$ cat src/pkg/motion_irq_map.svh
// Register map, field positions, reset values and timing counts of the interrupt unit.
// Assumes byte addressing on an APB bus with 32-bit data, one aligned word per register.
`ifndef MOTION_IRQ_MAP_SVH
`define MOTION_IRQ_MAP_SVH

// ==========================================================
// Register offsets
`define OFS_INT_CFG 8'h00
`define OFS_INT_ENABLE 8'h04
`define OFS_INT_STATUS 8'h08
`define OFS_MOTION_THR 8'h0c
`define OFS_MOTION_DUR 8'h10
`define OFS_MOTION_CTRL 8'h14
`define OFS_MOTION_FLAGS 8'h18
`define OFS_BUF_CFG 8'h1c
`define OFS_BUF_COUNT 8'h20
`define OFS_ACCEL_XY 8'h24
`define OFS_ACCEL_Z_TEMP 8'h28
`define OFS_GYRO_XY 8'h2c
`define OFS_GYRO_Z 8'h30

// ==========================================================
// Field positions
`define CFG_ACTIVE_LOW 0
`define CFG_OPEN_DRAIN 1
`define CFG_LATCH 2
`define CFG_ANY_READ_CLEAR 3
`define STAT_DATA_READY 0
`define STAT_CLOCK_LOCK 1
`define STAT_AUX_ERROR 2
`define STAT_AUX_SLAVE4 3
`define STAT_BUF_OVERFLOW 4
`define STAT_MOTION 5
`define STAT_W 6
`define SEL_W 5

// ==========================================================
// Reset values
`define RST_INT_CFG 4'h0
`define RST_INT_ENABLE 6'h00
`define RST_MOTION_THR 8'h00
`define RST_MOTION_DUR 8'h00
`define RST_MOTION_CTRL 5'h00
`define RST_BUF_CFG 10'h000

// ==========================================================
// Buffer sizes and timing
`define BUF_CAPACITY 12'h400
`define BYTES_GYRO 6'h06
`define BYTES_ACCEL 6'h06
`define BYTES_TEMP 6'h02
`define BYTES_FRAME_SYNC_INPUT 6'h02
`define AUX_MAX_BYTES 5'h18
`define PCLK_MHZ 40
`define INT_PULSE_NS 50000
`define INT_PULSE_CYCLES ((`INT_PULSE_NS * `PCLK_MHZ) / 1000)

`endif

$ cat src/pkg/motion_irq_pkg.sv
// Types shared by the interrupt unit and its motion detector.
// Assumes nothing beyond a SystemVerilog compiler.
package motion_irq_pkg;

	// ==========================================================
	// Motion counter behaviour on a non-qualifying sample
	typedef enum logic [1:0] {
		DEC_RESET,
		DEC_ONE,
		DEC_TWO,
		DEC_FOUR
	} decrement_mode_t;

endpackage

$ cat src/design/motion_event_interrupt_unit.sv
// Interrupt and event unit of a motion sensor: APB registers, status, pin and buffer counter.
// Assumes events and samples come from logic on pclk; frame sync arrives from a pin.
//
// Summary of operation
// - Each source has its own enable bit and status flag, except aux nack and lost arbitration, which share one.
// - Software sets pin polarity, open drain, latching and the clearing method.
// - Clock lock onto a new reference raises a source.
// - Fresh sample data raises the data-ready source.
// - A missing acknowledge on the auxiliary bus raises a source.
// - Auxiliary master errors, lost arbitration too, and slave 4 are sources.
// - Buffer counter tracks valid bytes of 1024; exceeding it raises overflow.
// - Only software-selected data categories are written into the buffer.
// - One readable status register shows every pending source.
// - Acceleration passes a configurable high-pass filter before motion checks.
// - A sample qualifies when any filtered axis magnitude exceeds the threshold.
// - Counter rises on qualifying samples and falls on others.
// - Motion interrupt fires when the counter reaches its threshold.
// - Motion flags record the axis and sign that caused the event.
// - Acceleration threshold is one milli-g per step.
// - Counter threshold is one millisecond per count.
// - Non-qualifying samples clear the counter or subtract 1, 2 or 4.
// - Latest measurements sit in read-only registers readable at any time.
//
// Local design decisions: the address map and the APB register port.
`timescale 1ns/1ps
`include "motion_irq_map.svh"
module motion_event_interrupt_unit (
	// Clock, reset, enable
	input wire logic pclk,
	input wire logic presetn,
	input wire logic ce,
	// APB slave
	input wire logic psel,
	input wire logic penable,
	input wire logic pwrite,
	input wire logic [7:0] paddr,
	input wire logic [31:0] pwdata,
	output logic [31:0] prdata,
	output logic pready,
	output logic pslverr,
	// Measurements
	input wire logic sample_valid,
	input wire logic [15:0] accel_x,
	input wire logic [15:0] accel_y,
	input wire logic [15:0] accel_z,
	input wire logic [15:0] gyro_x,
	input wire logic [15:0] gyro_y,
	input wire logic [15:0] gyro_z,
	input wire logic [15:0] temp_sample,
	// Event sources
	input wire logic clock_lock_done,
	input wire logic aux_nack,
	input wire logic aux_lost_arb,
	input wire logic aux_slave4_done,
	input wire logic buf_pop,
	input wire logic frame_sync_input,
	// Buffer write side
	output logic buf_write,
	output logic [4:0] buf_select,
	output logic buf_frame_sync_input,
	// Interrupt pin
	output logic int_out,
	output logic int_oe
);
	logic [3:0] int_cfg_reg;
	logic [`STAT_W-1:0] int_enable_reg;
	logic [`STAT_W-1:0] status_reg;
	logic [`STAT_W-1:0] status_snap_reg;
	logic [7:0] motion_thr_reg;
	logic [7:0] motion_dur_reg;
	logic [4:0] motion_ctrl_reg;
	logic [9:0] buf_cfg_reg;
	logic [10:0] buf_count_reg;
	logic [15:0] accel_x_reg;
	logic [15:0] accel_y_reg;
	logic [15:0] accel_z_reg;
	logic [15:0] gyro_x_reg;
	logic [15:0] gyro_y_reg;
	logic [15:0] gyro_z_reg;
	logic [15:0] temp_reg;
	logic [10:0] pulse_cnt_reg;
	logic frame_sync_input_meta_reg;
	logic frame_sync_input_sync_reg;
	logic [31:0] rd_data;
	logic rd_hit;
	logic access;
	logic wr_en;
	logic rd_done;
	logic [`STAT_W-1:0] events;
	logic [`STAT_W-1:0] clear_mask;
	logic pulse_expire;
	logic motion_event;
	logic [5:0] motion_flags;
	logic [4:0] aux_bytes;
	logic [5:0] bytes_add;
	logic [11:0] count_sum;
	logic overflow;
	logic irq_level;
	logic pin_level;

	// ==========================================================
	// Frame sync pin synchroniser
	// Only the second stage feeds logic; the first may be metastable
	always_ff @(posedge pclk or negedge presetn) begin
		if (!presetn) begin
			frame_sync_input_meta_reg <= 1'b0;
			frame_sync_input_sync_reg <= 1'b0;
		end else if (ce) begin
			frame_sync_input_meta_reg <= frame_sync_input;
			frame_sync_input_sync_reg <= frame_sync_input_meta_reg;
		end
	end

	// ==========================================================
	// APB handshake: one wait-free access phase after every setup
	// Qualifying by pready keeps a held access from writing twice
	assign access = psel & penable & pready;
	assign wr_en = access & pwrite;
	assign rd_done = access & ~pwrite;

	always_comb begin
		rd_data = 32'h0000_0000;
		rd_hit = 1'b1;
		case (paddr)
			`OFS_INT_CFG: rd_data = {28'h000_0000, int_cfg_reg};
			`OFS_INT_ENABLE: rd_data = {26'h0, int_enable_reg};
			`OFS_INT_STATUS: rd_data = {26'h0, status_reg};
			`OFS_MOTION_THR: rd_data = {24'h00_0000, motion_thr_reg};
			`OFS_MOTION_DUR: rd_data = {24'h00_0000, motion_dur_reg};
			`OFS_MOTION_CTRL: rd_data = {27'h0, motion_ctrl_reg};
			`OFS_MOTION_FLAGS: rd_data = {26'h0, motion_flags};
			`OFS_BUF_CFG: rd_data = {19'h0, buf_cfg_reg[9:5], 3'h0, buf_cfg_reg[4:0]};
			`OFS_BUF_COUNT: rd_data = {21'h0, buf_count_reg};
			`OFS_ACCEL_XY: rd_data = {accel_y_reg, accel_x_reg};
			`OFS_ACCEL_Z_TEMP: rd_data = {temp_reg, accel_z_reg};
			`OFS_GYRO_XY: rd_data = {gyro_y_reg, gyro_x_reg};
			`OFS_GYRO_Z: rd_data = {16'h0000, gyro_z_reg};
			default: rd_hit = 1'b0;
		endcase
	end

	// Snapshot at setup so a read clears only flags already set when it began
	always_ff @(posedge pclk or negedge presetn) begin
		if (!presetn) begin
			pready <= 1'b0;
			pslverr <= 1'b0;
			prdata <= 32'h0000_0000;
			status_snap_reg <= {`STAT_W{1'b0}};
		end else if (ce) begin
			pready <= psel & ~penable & ~pready;
			if (psel && !penable && !pready) begin
				pslverr <= ~rd_hit;
				prdata <= pwrite ? 32'h0000_0000 : rd_data;
				status_snap_reg <= status_reg;
			end
		end
	end

	// ==========================================================
	// Writable registers
	always_ff @(posedge pclk or negedge presetn) begin
		if (!presetn) begin
			int_cfg_reg <= `RST_INT_CFG;
			int_enable_reg <= `RST_INT_ENABLE;
			motion_thr_reg <= `RST_MOTION_THR;
			motion_dur_reg <= `RST_MOTION_DUR;
			motion_ctrl_reg <= `RST_MOTION_CTRL;
			buf_cfg_reg <= `RST_BUF_CFG;
		end else if (ce && wr_en) begin
			case (paddr)
				`OFS_INT_CFG: int_cfg_reg <= pwdata[3:0];
				`OFS_INT_ENABLE: int_enable_reg <= pwdata[`STAT_W-1:0];
				`OFS_MOTION_THR: motion_thr_reg <= pwdata[7:0];
				`OFS_MOTION_DUR: motion_dur_reg <= pwdata[7:0];
				`OFS_MOTION_CTRL: motion_ctrl_reg <= pwdata[4:0];
				`OFS_BUF_CFG: buf_cfg_reg <= {pwdata[12:8], pwdata[4:0]};
				default: ;
			endcase
		end
	end

	// ==========================================================
	// Sensor data registers
	// Captured on the sample strobe so a read never mixes two samples
	always_ff @(posedge pclk or negedge presetn) begin
		if (!presetn) begin
			accel_x_reg <= 16'h0000;
			accel_y_reg <= 16'h0000;
			accel_z_reg <= 16'h0000;
			gyro_x_reg <= 16'h0000;
			gyro_y_reg <= 16'h0000;
			gyro_z_reg <= 16'h0000;
			temp_reg <= 16'h0000;
		end else if (ce && sample_valid) begin
			accel_x_reg <= accel_x;
			accel_y_reg <= accel_y;
			accel_z_reg <= accel_z;
			gyro_x_reg <= gyro_x;
			gyro_y_reg <= gyro_y;
			gyro_z_reg <= gyro_z;
			temp_reg <= temp_sample;
		end
	end

	// ==========================================================
	// Motion detector
	motion_detector u_motion (
		.pclk(pclk),
		.presetn(presetn),
		.ce(ce),
		.sample_valid(sample_valid),
		.accel_xyz({accel_z, accel_y, accel_x}),
		.motion_accel_threshold(motion_thr_reg),
		.motion_count_threshold(motion_dur_reg),
		.motion_decrement_control(motion_irq_pkg::decrement_mode_t'(motion_ctrl_reg[1:0])),
		.accel_highpass_filter(motion_ctrl_reg[4:2]),
		.motion_event(motion_event),
		.motion_source_flags(motion_flags)
	);

	// ==========================================================
	// Buffer byte counter
	// Aux byte count above the slave limit is clipped rather than trusted
	assign aux_bytes = (buf_cfg_reg[9:5] > `AUX_MAX_BYTES) ? `AUX_MAX_BYTES : buf_cfg_reg[9:5];

	always_comb begin
		bytes_add = 6'h00;
		if (sample_valid) begin
			if (buf_cfg_reg[0]) bytes_add = bytes_add + `BYTES_GYRO;
			if (buf_cfg_reg[1]) bytes_add = bytes_add + `BYTES_ACCEL;
			if (buf_cfg_reg[2]) bytes_add = bytes_add + `BYTES_TEMP;
			if (buf_cfg_reg[3]) bytes_add = bytes_add + {1'b0, aux_bytes};
			if (buf_cfg_reg[4]) bytes_add = bytes_add + `BYTES_FRAME_SYNC_INPUT;
		end
		count_sum = {1'b0, buf_count_reg} + {6'h00, bytes_add};
		if (buf_pop && buf_count_reg != 11'h000) begin
			count_sum = count_sum - 12'h001;
		end
	end

	// Overwrite-oldest trade-off: count pins at capacity, host sees overflow
	assign overflow = count_sum > `BUF_CAPACITY;

	// A pop at an empty buffer is dropped rather than wrapping the count
	always_ff @(posedge pclk or negedge presetn) begin
		if (!presetn) begin
			buf_count_reg <= 11'h000;
		end else if (ce) begin
			buf_count_reg <= overflow ? 11'(`BUF_CAPACITY) : count_sum[10:0];
		end
	end

	always_ff @(posedge pclk or negedge presetn) begin
		if (!presetn) begin
			buf_write <= 1'b0;
			buf_select <= 5'h00;
			buf_frame_sync_input <= 1'b0;
		end else if (ce) begin
			buf_write <= sample_valid & (|buf_cfg_reg[4:0]);
			if (sample_valid) begin
				buf_select <= buf_cfg_reg[4:0];
				buf_frame_sync_input <= frame_sync_input_sync_reg;
			end
		end
	end

	// ==========================================================
	// Interrupt status
	always_comb begin
		events = {`STAT_W{1'b0}};
		events[`STAT_DATA_READY] = sample_valid;
		events[`STAT_CLOCK_LOCK] = clock_lock_done;
		events[`STAT_AUX_ERROR] = aux_nack | aux_lost_arb;
		events[`STAT_AUX_SLAVE4] = aux_slave4_done;
		events[`STAT_BUF_OVERFLOW] = overflow;
		events[`STAT_MOTION] = motion_event;
	end

	always_comb begin
		clear_mask = {`STAT_W{1'b0}};
		if (rd_done && (int_cfg_reg[`CFG_ANY_READ_CLEAR] || paddr == `OFS_INT_STATUS)) begin
			clear_mask = status_snap_reg;
		end
		if (pulse_expire && !int_cfg_reg[`CFG_LATCH]) begin
			clear_mask = {`STAT_W{1'b1}};
		end
	end

	// Unlatched flags last one pulse width after the latest event
	assign pulse_expire = (pulse_cnt_reg == 11'h001) & ~(|events);

	always_ff @(posedge pclk or negedge presetn) begin
		if (!presetn) begin
			pulse_cnt_reg <= 11'h000;
		end else if (ce) begin
			if (|events) begin
				pulse_cnt_reg <= 11'(`INT_PULSE_CYCLES);
			end else if (pulse_cnt_reg != 11'h000) begin
				pulse_cnt_reg <= pulse_cnt_reg - 11'h001;
			end
		end
	end

	genvar i;
	generate
		for (i = 0; i < `STAT_W; i = i + 1) begin : g_flag
			always_ff @(posedge pclk or negedge presetn) begin
				if (!presetn) begin
					status_reg[i] <= 1'b0;
				end else if (ce) begin
					// Set wins over a clear in the same cycle
					if (events[i]) begin
						status_reg[i] <= 1'b1;
					end else if (clear_mask[i]) begin
						status_reg[i] <= 1'b0;
					end
				end
			end
		end
	endgenerate

	// ==========================================================
	// Interrupt pin
	assign irq_level = |(status_reg & int_enable_reg);
	assign pin_level = irq_level ^ int_cfg_reg[`CFG_ACTIVE_LOW];

	always_ff @(posedge pclk or negedge presetn) begin
		if (!presetn) begin
			int_out <= 1'b0;
		end else if (ce) begin
			int_out <= pin_level;
		end
	end

	// Open drain only pulls low; the high level comes from the pull-up
	always_ff @(posedge pclk or negedge presetn) begin
		if (!presetn) begin
			int_oe <= 1'b1;
		end else if (ce) begin
			int_oe <= ~int_cfg_reg[`CFG_OPEN_DRAIN] | ~pin_level;
		end
	end
endmodule // motion_event_interrupt_unit

$ cat src/design/motion_detector.sv
// Motion detector: high-pass filter, threshold qualifier and up/down duration counter.
// Assumes accel samples in milli-g, one sample per millisecond, on the pclk domain.
`timescale 1ns/1ps
module motion_detector (
	// Clock and reset
	input wire logic pclk,
	input wire logic presetn,
	input wire logic ce,
	// Samples
	input wire logic sample_valid,
	input wire logic [47:0] accel_xyz,
	// Settings
	input wire logic [7:0] motion_accel_threshold,
	input wire logic [7:0] motion_count_threshold,
	input wire motion_irq_pkg::decrement_mode_t motion_decrement_control,
	input wire logic [2:0] accel_highpass_filter,
	// Results
	output logic motion_event,
	output logic [5:0] motion_source_flags
);
	logic [2:0] qual_pos;
	logic [2:0] qual_neg;
	logic qualify;
	logic [7:0] count_reg;
	logic [7:0] count_next;
	logic [7:0] step;
	logic [7:0] dur_eff;

	// ==========================================================
	// Per-axis filter and qualifier
	genvar g;
	generate
		for (g = 0; g < 3; g = g + 1) begin : g_axis
			logic signed [15:0] x;
			logic signed [15:0] avg_reg;
			logic signed [16:0] diff;
			logic signed [16:0] hp;
			logic signed [16:0] avg_step;
			logic [16:0] mag;
			assign x = accel_xyz[16*g +: 16];
			assign diff = {x[15], x} - {avg_reg[15], avg_reg};
			// Filter off passes raw samples, gravity included
			assign hp = (accel_highpass_filter == 3'h0) ? {x[15], x} : diff;
			// Signed sum keeps the shift arithmetic when the input falls
			assign avg_step = $signed({avg_reg[15], avg_reg}) + (diff >>> accel_highpass_filter);
			assign mag = hp[16] ? 17'(-hp) : 17'(hp);
			assign qual_pos[g] = ~hp[16] & (mag > {9'h000, motion_accel_threshold});
			assign qual_neg[g] = hp[16] & (mag > {9'h000, motion_accel_threshold});
			always_ff @(posedge pclk or negedge presetn) begin
				if (!presetn) begin
					avg_reg <= 16'sh0000;
				end else if (ce && sample_valid) begin
					avg_reg <= avg_step[15:0];
				end
			end
		end
	endgenerate

	// ==========================================================
	// Duration counter
	assign qualify = |(qual_pos | qual_neg);
	// A zero threshold would never be crossed, so it acts as one
	assign dur_eff = (motion_count_threshold == 8'h00) ? 8'h01 : motion_count_threshold;

	always_comb begin
		step = 8'h01;
		case (motion_decrement_control)
			motion_irq_pkg::DEC_TWO: step = 8'h02;
			motion_irq_pkg::DEC_FOUR: step = 8'h04;
			default: step = 8'h01;
		endcase
		if (qualify) begin
			count_next = (count_reg == 8'hff) ? 8'hff : count_reg + 8'h01;
		end else if (motion_decrement_control == motion_irq_pkg::DEC_RESET) begin
			count_next = 8'h00;
		end else begin
			count_next = (count_reg > step) ? count_reg - step : 8'h00;
		end
	end

	always_ff @(posedge pclk or negedge presetn) begin
		if (!presetn) begin
			count_reg <= 8'h00;
			motion_event <= 1'b0;
			motion_source_flags <= 6'h00;
		end else if (ce) begin
			motion_event <= 1'b0;
			if (sample_valid) begin
				count_reg <= count_next;
				// Counts are samples, so at 1 kHz one count is 1 ms
				if (qualify && (count_reg < dur_eff) && (count_next >= dur_eff)) begin
					motion_event <= 1'b1;
					motion_source_flags <= {qual_neg[2], qual_pos[2], qual_neg[1], qual_pos[1],
						qual_neg[0], qual_pos[0]};
				end
			end
		end
	end
endmodule // motion_detector

$ cat config.mk
export PLATFORM = sky130hd
export DESIGN_NAME = motion_event_interrupt_unit
export DESIGN_NICKNAME = d
export VERILOG_FILES = /design/src/pkg/motion_irq_pkg.sv /design/src/design/motion_event_interrupt_unit.sv /design/src/design/motion_detector.sv
export VERILOG_INCLUDE_DIRS = /design/src /design/src/pkg
export SDC_FILE = /design/constraint.sdc
export NUM_CORES = 1
export LEC_CHECK = 0
export ABC_AREA = 0
export BUFFER_PORTS_ARGS = -buffer_cell sky130_fd_sc_hd__buf_2
export CAP_MARGIN = 20
export CORE_UTILIZATION = 60
export CTS_CLUSTER_SIZE = 24
export DETAILED_ROUTE_END_ITERATION = 8
export PLACE_DENSITY_LB_ADDON = 0.12
export SLEW_MARGIN = 20
export SYNTH_ARGS = -nofsm -noshare
export SYNTH_HDL_FRONTEND = slang
export SYNTH_SLANG_ARGS = --single-unit
$ cat constraint.sdc
create_clock -name pclk -period 9.05 [get_ports pclk]
set_input_delay 0 -clock pclk [delete_from_list [all_inputs] [get_ports pclk]]
set_output_delay 0 -clock pclk [all_outputs]
set_load 0.05 [all_outputs]
Word level (Yosys, flattened, before mapping)
Cells that the tools add are included.
Widths: inputs -> output; s select.
{"block": "word_totals", "wordCells": 205, "output_inout_bits": 43, "regBits": 295, "in_bits": 165}
{"block": "op_classes", "shifts": 3, "reduce_logical": 47, "n_addsub": 18, "n_eq_ne": 16, "magnitude_cmp": 8, "muxes": 46, "n_bitwise": 29}
{"cell": "$pmux 32 s13", "n": 1}
{"cell": "$mux 17", "n": 6}
{"cell": "$mux 6", "n": 11}
{"cell": "$gt 17x8->1", "n": 3}
{"cell": "$neg 17->17", "n": 3}
{"cell": "$sshr 17x3->16", "n": 3}
{"cell": "$sub 16x16->17", "n": 3}
{"cell": "$add 16x16->16", "n": 3}
{"cell": "$eq 8x6->1 const B", "n": 5}
{"cell": "$mux 8", "n": 5}
{"cell": "$mux 11", "n": 3}
{"cell": "$eq 8x5->1 const B", "n": 4}
{"cell": "$mux 32", "n": 1}
{"cell": "$reduce_and 2->1", "n": 15}
{"cell": "$reduce_bool 11->1", "n": 2}
{"cell": "$eq 8x4->1 const B", "n": 2}
{"cell": "$logic_not 8->1", "n": 2}
{"cell": "$mux 1", "n": 15}
{"cell": "$and 1x1->1", "n": 14}
{"cell": "$reduce_bool 2->1", "n": 7}
{"cell": "$reduce_or 13->1", "n": 1}
{"cell": "$add 11x6->12", "n": 1}
{"cell": "$add 6x2->6 const B", "n": 2}
{"cell": "$gt 12x11->1 const B", "n": 1}
{"cell": "other kinds (32)", "n": 54}

Logic depth before layout (Yosys ltp)
{"block": "depth", "ltp_word": 25, "depth_mapped": 43, "mapped_depth_nobuf": 38}

By module
From an unflattened synthesis, not the netlist that was laid out.
{"block": "unflattened", "cells_unflattened": 2544, "hier_area_um2": 22876.9}
{"mod": "motion_detector", "area_each_um2": 11741.3, "cells_per_inst": 1610, "seq_area_each_um2": 1576.5, "instances": 1}
{"mod": "motion_event_interrupt_unit", "area_each_um2": 11135.7, "cells_per_inst": 934, "seq_area_each_um2": 5806.8, "instances": 1}

Least setup slack after synthesis
OpenSTA, ideal clock, no wires.
{"block": "synth_timing", "path_type": "register -> register", "startpoint": "register motion_ctrl_reg[2]", "endpoint": "register u_motion.motion_source_flags[3]", "path_buffers": 10, "synth_period_minus_slack_ps": 7531, "stages_incl_launch_ff": 40, "setup_ps": 135, "arrival_time_ps": 7396, "required_time_ps": 8915, "slack_ps": 1519, "path_cell_list": "dfrtp_1 > clkbuf_1 > nor3_2 > buf_2 > buf_2 > buf_2 > buf_1 > clkbuf_1 > buf_1 > mux2i_1 > ha_1 > o2111ai_1 > nand2_1 > xnor2_1 > ha_1 > or3_1 > o21ai_0 > a21oi_1 > [... 4 more ...] > nand4_1 > nor3_4 > and2_4 > buf_8 > buf_6 > a22oi_2 > ha_1 > o21ai_0 > nand2b_1 > a21oi_1 > nor2b_1 > o21ai_0 > nand2b_1 > a21oi_1 > or4b_2 > clkbuf_1 > o21ai_1 > o31ai_1"}
{"block": "synth_via", "elab_chain_len": 12, "word_cells_on_any_way": 29, "classes_between": "add/sub (3); order compare (4); mux (7); bitwise (10); reduce/logical (5)"}
{"item": "from (decl)", "line_no": "motion_event_interrupt_unit.sv:71", "rtl": "logic [4:0] motion_ctrl_reg;"}
{"item": "from (signal assigned)", "line_no": "motion_event_interrupt_unit.sv:167", "rtl": "motion_ctrl_reg <= `RST_MOTION_CTRL;"}
{"item": "from (signal assigned)", "line_no": "motion_event_interrupt_unit.sv:175", "rtl": "`OFS_MOTION_CTRL: motion_ctrl_reg <= pwdata[4:0];"}
{"item": "$logic_not 3->1 (*)", "line_no": "motion_detector.sv:43", "rtl": "assign hp = (accel_highpass_filter == 3'h0) ? {x[15], x} : diff;"}
{"item": "$mux 17", "line_no": "motion_detector.sv:43"}
{"item": "$neg 17->17", "line_no": "motion_detector.sv:46", "rtl": "assign mag = hp[16] ? 17'(-hp) : 17'(hp);"}
{"item": "$mux 17", "line_no": "motion_detector.sv:46"}
{"item": "$gt 17x8->1", "line_no": "motion_detector.sv:47, motion_detector.sv:48"}
{"item": "$and 1x1->1 (on tied branches)", "line_no": "motion_detector.sv:47, motion_detector.sv:48"}
{"item": "$or 3x3->3 (*)", "line_no": "motion_detector.sv:61", "rtl": "assign qualify = |(qual_pos | qual_neg);"}
{"item": "$reduce_or 3->1 (*)", "line_no": "motion_detector.sv:61"}
{"item": "$mux 8 (*)", "line_no": "motion_detector.sv:72", "rtl": "if (qualify) begin"}
{"item": "via u_motion.count_next[3]", "line_no": "motion_detector.sv:25", "rtl": "logic [7:0] count_next;"}
{"item": "$ge 8x8->1 (*)", "line_no": "motion_detector.sv:91", "rtl": "if (qualify && (count_reg < dur_eff) && (count_next >= dur_eff)) begin"}
{"item": "$logic_and 1x1->1 (*)", "line_no": "motion_detector.sv:91"}
{"item": "$reduce_and 3->1 (no source line) (*)"}
{"item": "to (signal assigned)", "line_no": "motion_detector.sv:93", "rtl": "motion_source_flags <= {qual_neg[2], qual_pos[2], qual_neg[1], qual_pos[1],"}
{"item": "to (decl)", "line_no": "motion_detector.sv:19", "rtl": "output logic [5:0] motion_source_flags"}
Mark *: on every way through the listed nets, which the timed path passes. The rest lies on a longest branch.
A chain may end at the register's enable or synchronous reset.

Worst setup path after layout
{"block": "layout_timing", "startpoint": "register u_motion.g_axis[2].avg_reg[0]", "endpoint": "register u_motion.motion_source_flags[4]"}
{"block": "layout_via", "elab_chain_len": 12, "word_cells_on_any_way": 15, "classes_between": "add/sub (2); order compare (2); mux (3); bitwise (4); reduce/logical (4)"}
{"item": "from (decl)", "line_no": "motion_detector.sv:35", "rtl": "logic signed [15:0] avg_reg;"}
{"item": "from (signal assigned)", "line_no": "motion_detector.sv:53", "rtl": "avg_reg <= avg_step[15:0];"}
{"item": "$sub 16x16->17 (*)", "line_no": "motion_detector.sv:41", "rtl": "assign diff = {x[15], x} - {avg_reg[15], avg_reg};"}
{"item": "$mux 17 (*)", "line_no": "motion_detector.sv:43"}
{"item": "$neg 17->17", "line_no": "motion_detector.sv:46"}
{"item": "$mux 17", "line_no": "motion_detector.sv:46"}
{"item": "$gt 17x8->1", "line_no": "motion_detector.sv:47, motion_detector.sv:48"}
{"item": "$and 1x1->1 (on tied branches)", "line_no": "motion_detector.sv:47, motion_detector.sv:48"}
{"item": "$or 3x3->3 (*)", "line_no": "motion_detector.sv:61"}
{"item": "$reduce_or 3->1 (*)", "line_no": "motion_detector.sv:61"}
{"item": "$mux 8 (*)", "line_no": "motion_detector.sv:72"}
{"item": "via u_motion.count_next[1]", "line_no": "motion_detector.sv:25"}
{"item": "$ge 8x8->1 (*)", "line_no": "motion_detector.sv:91"}
{"item": "$logic_and 1x1->1 (*)", "line_no": "motion_detector.sv:91"}
{"item": "$reduce_and 3->1 (no source line) (*)"}
Marks and branches as above.

==> results.ini <==
[run_status]
status=finished clean

[worst_hold_path]
whs_path_depth=6
hold_path_class=in -> reg

[timing]
drv_slew=0
hold_viol=0
fin_crit_sh_pct=89.95
relSlewSlack_pct=34.33
setup_viol=0
finalClockSkew_ns=0.02216
fmax_mhz=122.8
rsz0062_at_grt=no
min_period_ns=8.141
setup_tns_ns=0
worstMarginPinSlew_ns=0.9761

[worst_setup_path]
reg2reg_depth=36
cpPeakStageDelay_ns=0.85
cp_common_cell=a21oi_1
reg2reg_to=u_motion.motion_source_flags[4]
crit_type=reg -> reg
cp.required_ns=9.54
crit_start=u_motion.g_axis[2].avg_reg[0]
worst_setup_path_end_kind=flip-flop
cp_max_fo=21
crit_slowest_cell=or4b_2
worstPathArrival_ns=8.63
reg2reg_from=u_motion.g_axis[2].avg_reg[0]
crit_end=u_motion.motion_source_flags[4]
reg2reg_setup_slack_ns=0.91
start_kind=flip-flop

[layout]
ff_latch_area_sq_um=7387
final_common_cell=dfrtp_1
drive_above_1_share_pct=17.97
final_area_sq_um=26840
final_nets=3147
largest_register_ffs=48
fillers=2902
area_delta_synth_final_pct=16.58
multi_input_area_sq_um=14630
most-common-layout-cells=291 x dfrtp_1, 236 x nand2_1, 187 x buf_2, 185 x mux2_2, 172 x o21ai_0

[synth]
seq_area_frac_synth_pct=32.07
syn_nets=2890
async_flop_share_pct=100.0
synth_cell_types=105
ys_warn_count=0
yosys.area.top_type=dfrtp_1
synth_seq_cells=295
synth-edff-count=0
synthFlopType=dfrtp_1
syn_area_sq_um=23020
yosysTopAreaCellShare_pct=31.96
synth_cells=2560
ys_top_cells_by_area=dfrtp_1 32%, mux2_2 9.0%, ha_1 8.5%
avgSynthCellArea_sq_um=8.993

[global_route]
grt_pass1_wl_um=112000
grt_pass1_vias=20720
grt_usage_pct=36.36
antenna_found_initial=1
grt_max_degree=94
grt-ovfl-total=0

[power]
power_density_nw_per_um2=287.7
power.total_mw=7.720
p_comb_share_pct=58.7
power_switching_mw=3.459
internal-power_mw=4.261
power_frac_seq_pct=22.9
ir_worst_vdd_mv=0.3712
p_sw_share_pct=44.80
leakagePower_nw=11.94
clock_power_share_pct=18.4

[placement]
portBuffers=188
place_area_sq_um=24300
gp_congestion=0.9521
hpwl_um=51120

[cts]
clkLatencyLatePin_ns=0.56
cts_sinks=295
cts_made_buffers=35
root_buffer=clkbuf_16
clockBufferDepth=3
cts-htree-levels=2
clk_pin_slew_worst_paths_ns=0.06
tritoncts=built
post_cts_buffers=0

[routing]
dr.max_layer_used=met4
post_drt_via_cell_ratio=6.383
drt_iter0_drc=2036
met3_length_um=6403
drc_errors=0
drt-met1-wl_um=30480
drt-pass1-iter-count=9
antenna_left=0
avgRoutedWirePerCell_um=21.20
route.met2.wl_um=31560
via_count=21420
routed_wl_um=71160

[floorplanning]
initial_core_util_pct=60.98
num_rows=71
io_pins=208
core_sq_um=37760
die_h_um=197.9
die_w_um=197.9
dieArea_sq_um=39160

[flow_run]
drv_cap=0

[worst max-delay path: cells and delay by family (launching register included)]
kind,cells,cell delay (ns)
AOI/OAI and AO/OA,15,2.37
buffers and inverters,1,0.05
and+or+nand+nor,15,3.93
xor gates and xnor gates,1,0.15
DFF,1,0.38
adders and majority gates,4,1.18
[power groups by stage]
stage / clock (mW) / combinational [mW] / sequential (mW)
after CTS: 1.44 / 4.46 / 1.76
after global placement: 0 / 4.24 / 1.77
after floorplan: 0 / 3.48 / 1.70
after detailed placement: 0 / 4.37 / 1.78
final: 1.42 / 4.53 / 1.76
after global routing: 1.50 / 5.06 / 1.79
[how the worst min path moves through the flow]
stage             from                to  slack, ns
2_1_floorplan  presetn    accel_x_reg[0]      -0.30
3_3_place_gp   presetn    gyro_y_reg[11]       0.07
3_5_place_dp   presetn    gyro_x_reg[15]       0.07
4_1_cts        buf_pop  buf_count_reg[1]      0.004
5_1_grt        buf_pop  buf_count_reg[1]       0.06
6_report       buf_pop  buf_count_reg[1]       0.03
[what timing repair did]
| action | CTS | global route |
|---|---|---|
| hold endpoints to repair | 257 | 0 |
| endpoints found under the setup margin | 0 | 0 |
| gates resized for setup | 0 | 0 |
| hold buffers | 138 | 0 |
[kinds of logic (layout without fill, tap and decap cells)]
family,Yosys count,count (layout),share of synthesized area [%]
xor gates and xnor gates,132,132,5.087
DFF,295,295,32.07
other,0,1,0
muxes,266,266,12.91
and+or+nand+nor,713,713,15.13
adders and majority gates,165,165,9.261
AOI/OAI and AO/OA,726,726,20.94
buffers and inverters,263,547,4.603
[layout make-up]
| type | count | share of cell area [%] |
|---|---|---|
| Inverter | 131 | 1.832 |
| Multi-Input combinational cell | 2002 | 54.49 |
| Timing Repair Buffer | 352 | 9.464 |
| Tap cell | 511 | 2.382 |
| Clock inverter | 15 | 0.5734 |
| Sequential cell | 295 | 27.52 |
| Clock buffer | 49 | 3.720 |
| Antenna cell | 1 | 0.009324 |
[metrics by stage]
step	utilization [%]	hold slack, ns	worst slack [ns]	std cells
finish	71.09	0.03092	0.9094	3356
global route	71.08	0.06482	0.3771	3355
CTS	71.06	0.003880	1.025	3355
detailed placement	64.35	0.07349	1.060	3153
global placement	64.35	0.06782	1.169	3153
floorplan	-	-0.2956	1.519	2560
[routing by layer]
metal | vias to the layer above | global-route usage [%]
li1 | 9960 | -
met1 | 10270 | 49.99
met2 | 1017 | 56.82
met3 | 169 | 6.234
met4 | 0 | 14.59
met5 | - | 0
[cells in the mapped netlist (8+ instances only)]
| library cell | count |
|---|---|
| a211oi_1 | 22 |
| a21o_1 | 52 |
| a21oi_1 | 162 |
| a221oi_1 | 15 |
| a222oi_1 | 35 |
| a22oi_1 | 22 |
| a31oi_1 | 37 |
| and2_1 | 25 |
| and3_1 | 14 |
| buf_1 | 13 |
| buf_2 | 19 |
| clkbuf_1 | 94 |
| dfrtp_1 | 294 |
| fa_1 | 9 |
| ha_1 | 156 |
| inv_1 | 131 |
| mux2_2 | 185 |
| mux2i_1 | 72 |
| nand2_1 | 237 |
| nand2b_1 | 25 |
| nand3_1 | 50 |
| nand3b_1 | 8 |
| nand4_1 | 22 |
| nor2_1 | 171 |
| nor2b_1 | 19 |
| nor3_1 | 44 |
| nor3b_1 | 8 |
| nor4_1 | 21 |
| o2111ai_1 | 8 |
| o211a_1 | 8 |
| o211ai_1 | 30 |
| o21a_1 | 16 |
| o21ai_0 | 172 |
| o21ai_1 | 19 |
| o21bai_1 | 24 |
| o31ai_1 | 12 |
| or3_1 | 20 |
| or4_1 | 9 |
| xnor2_1 | 85 |
| xor2_1 | 46 |
(Power assumes the default switching activity.)
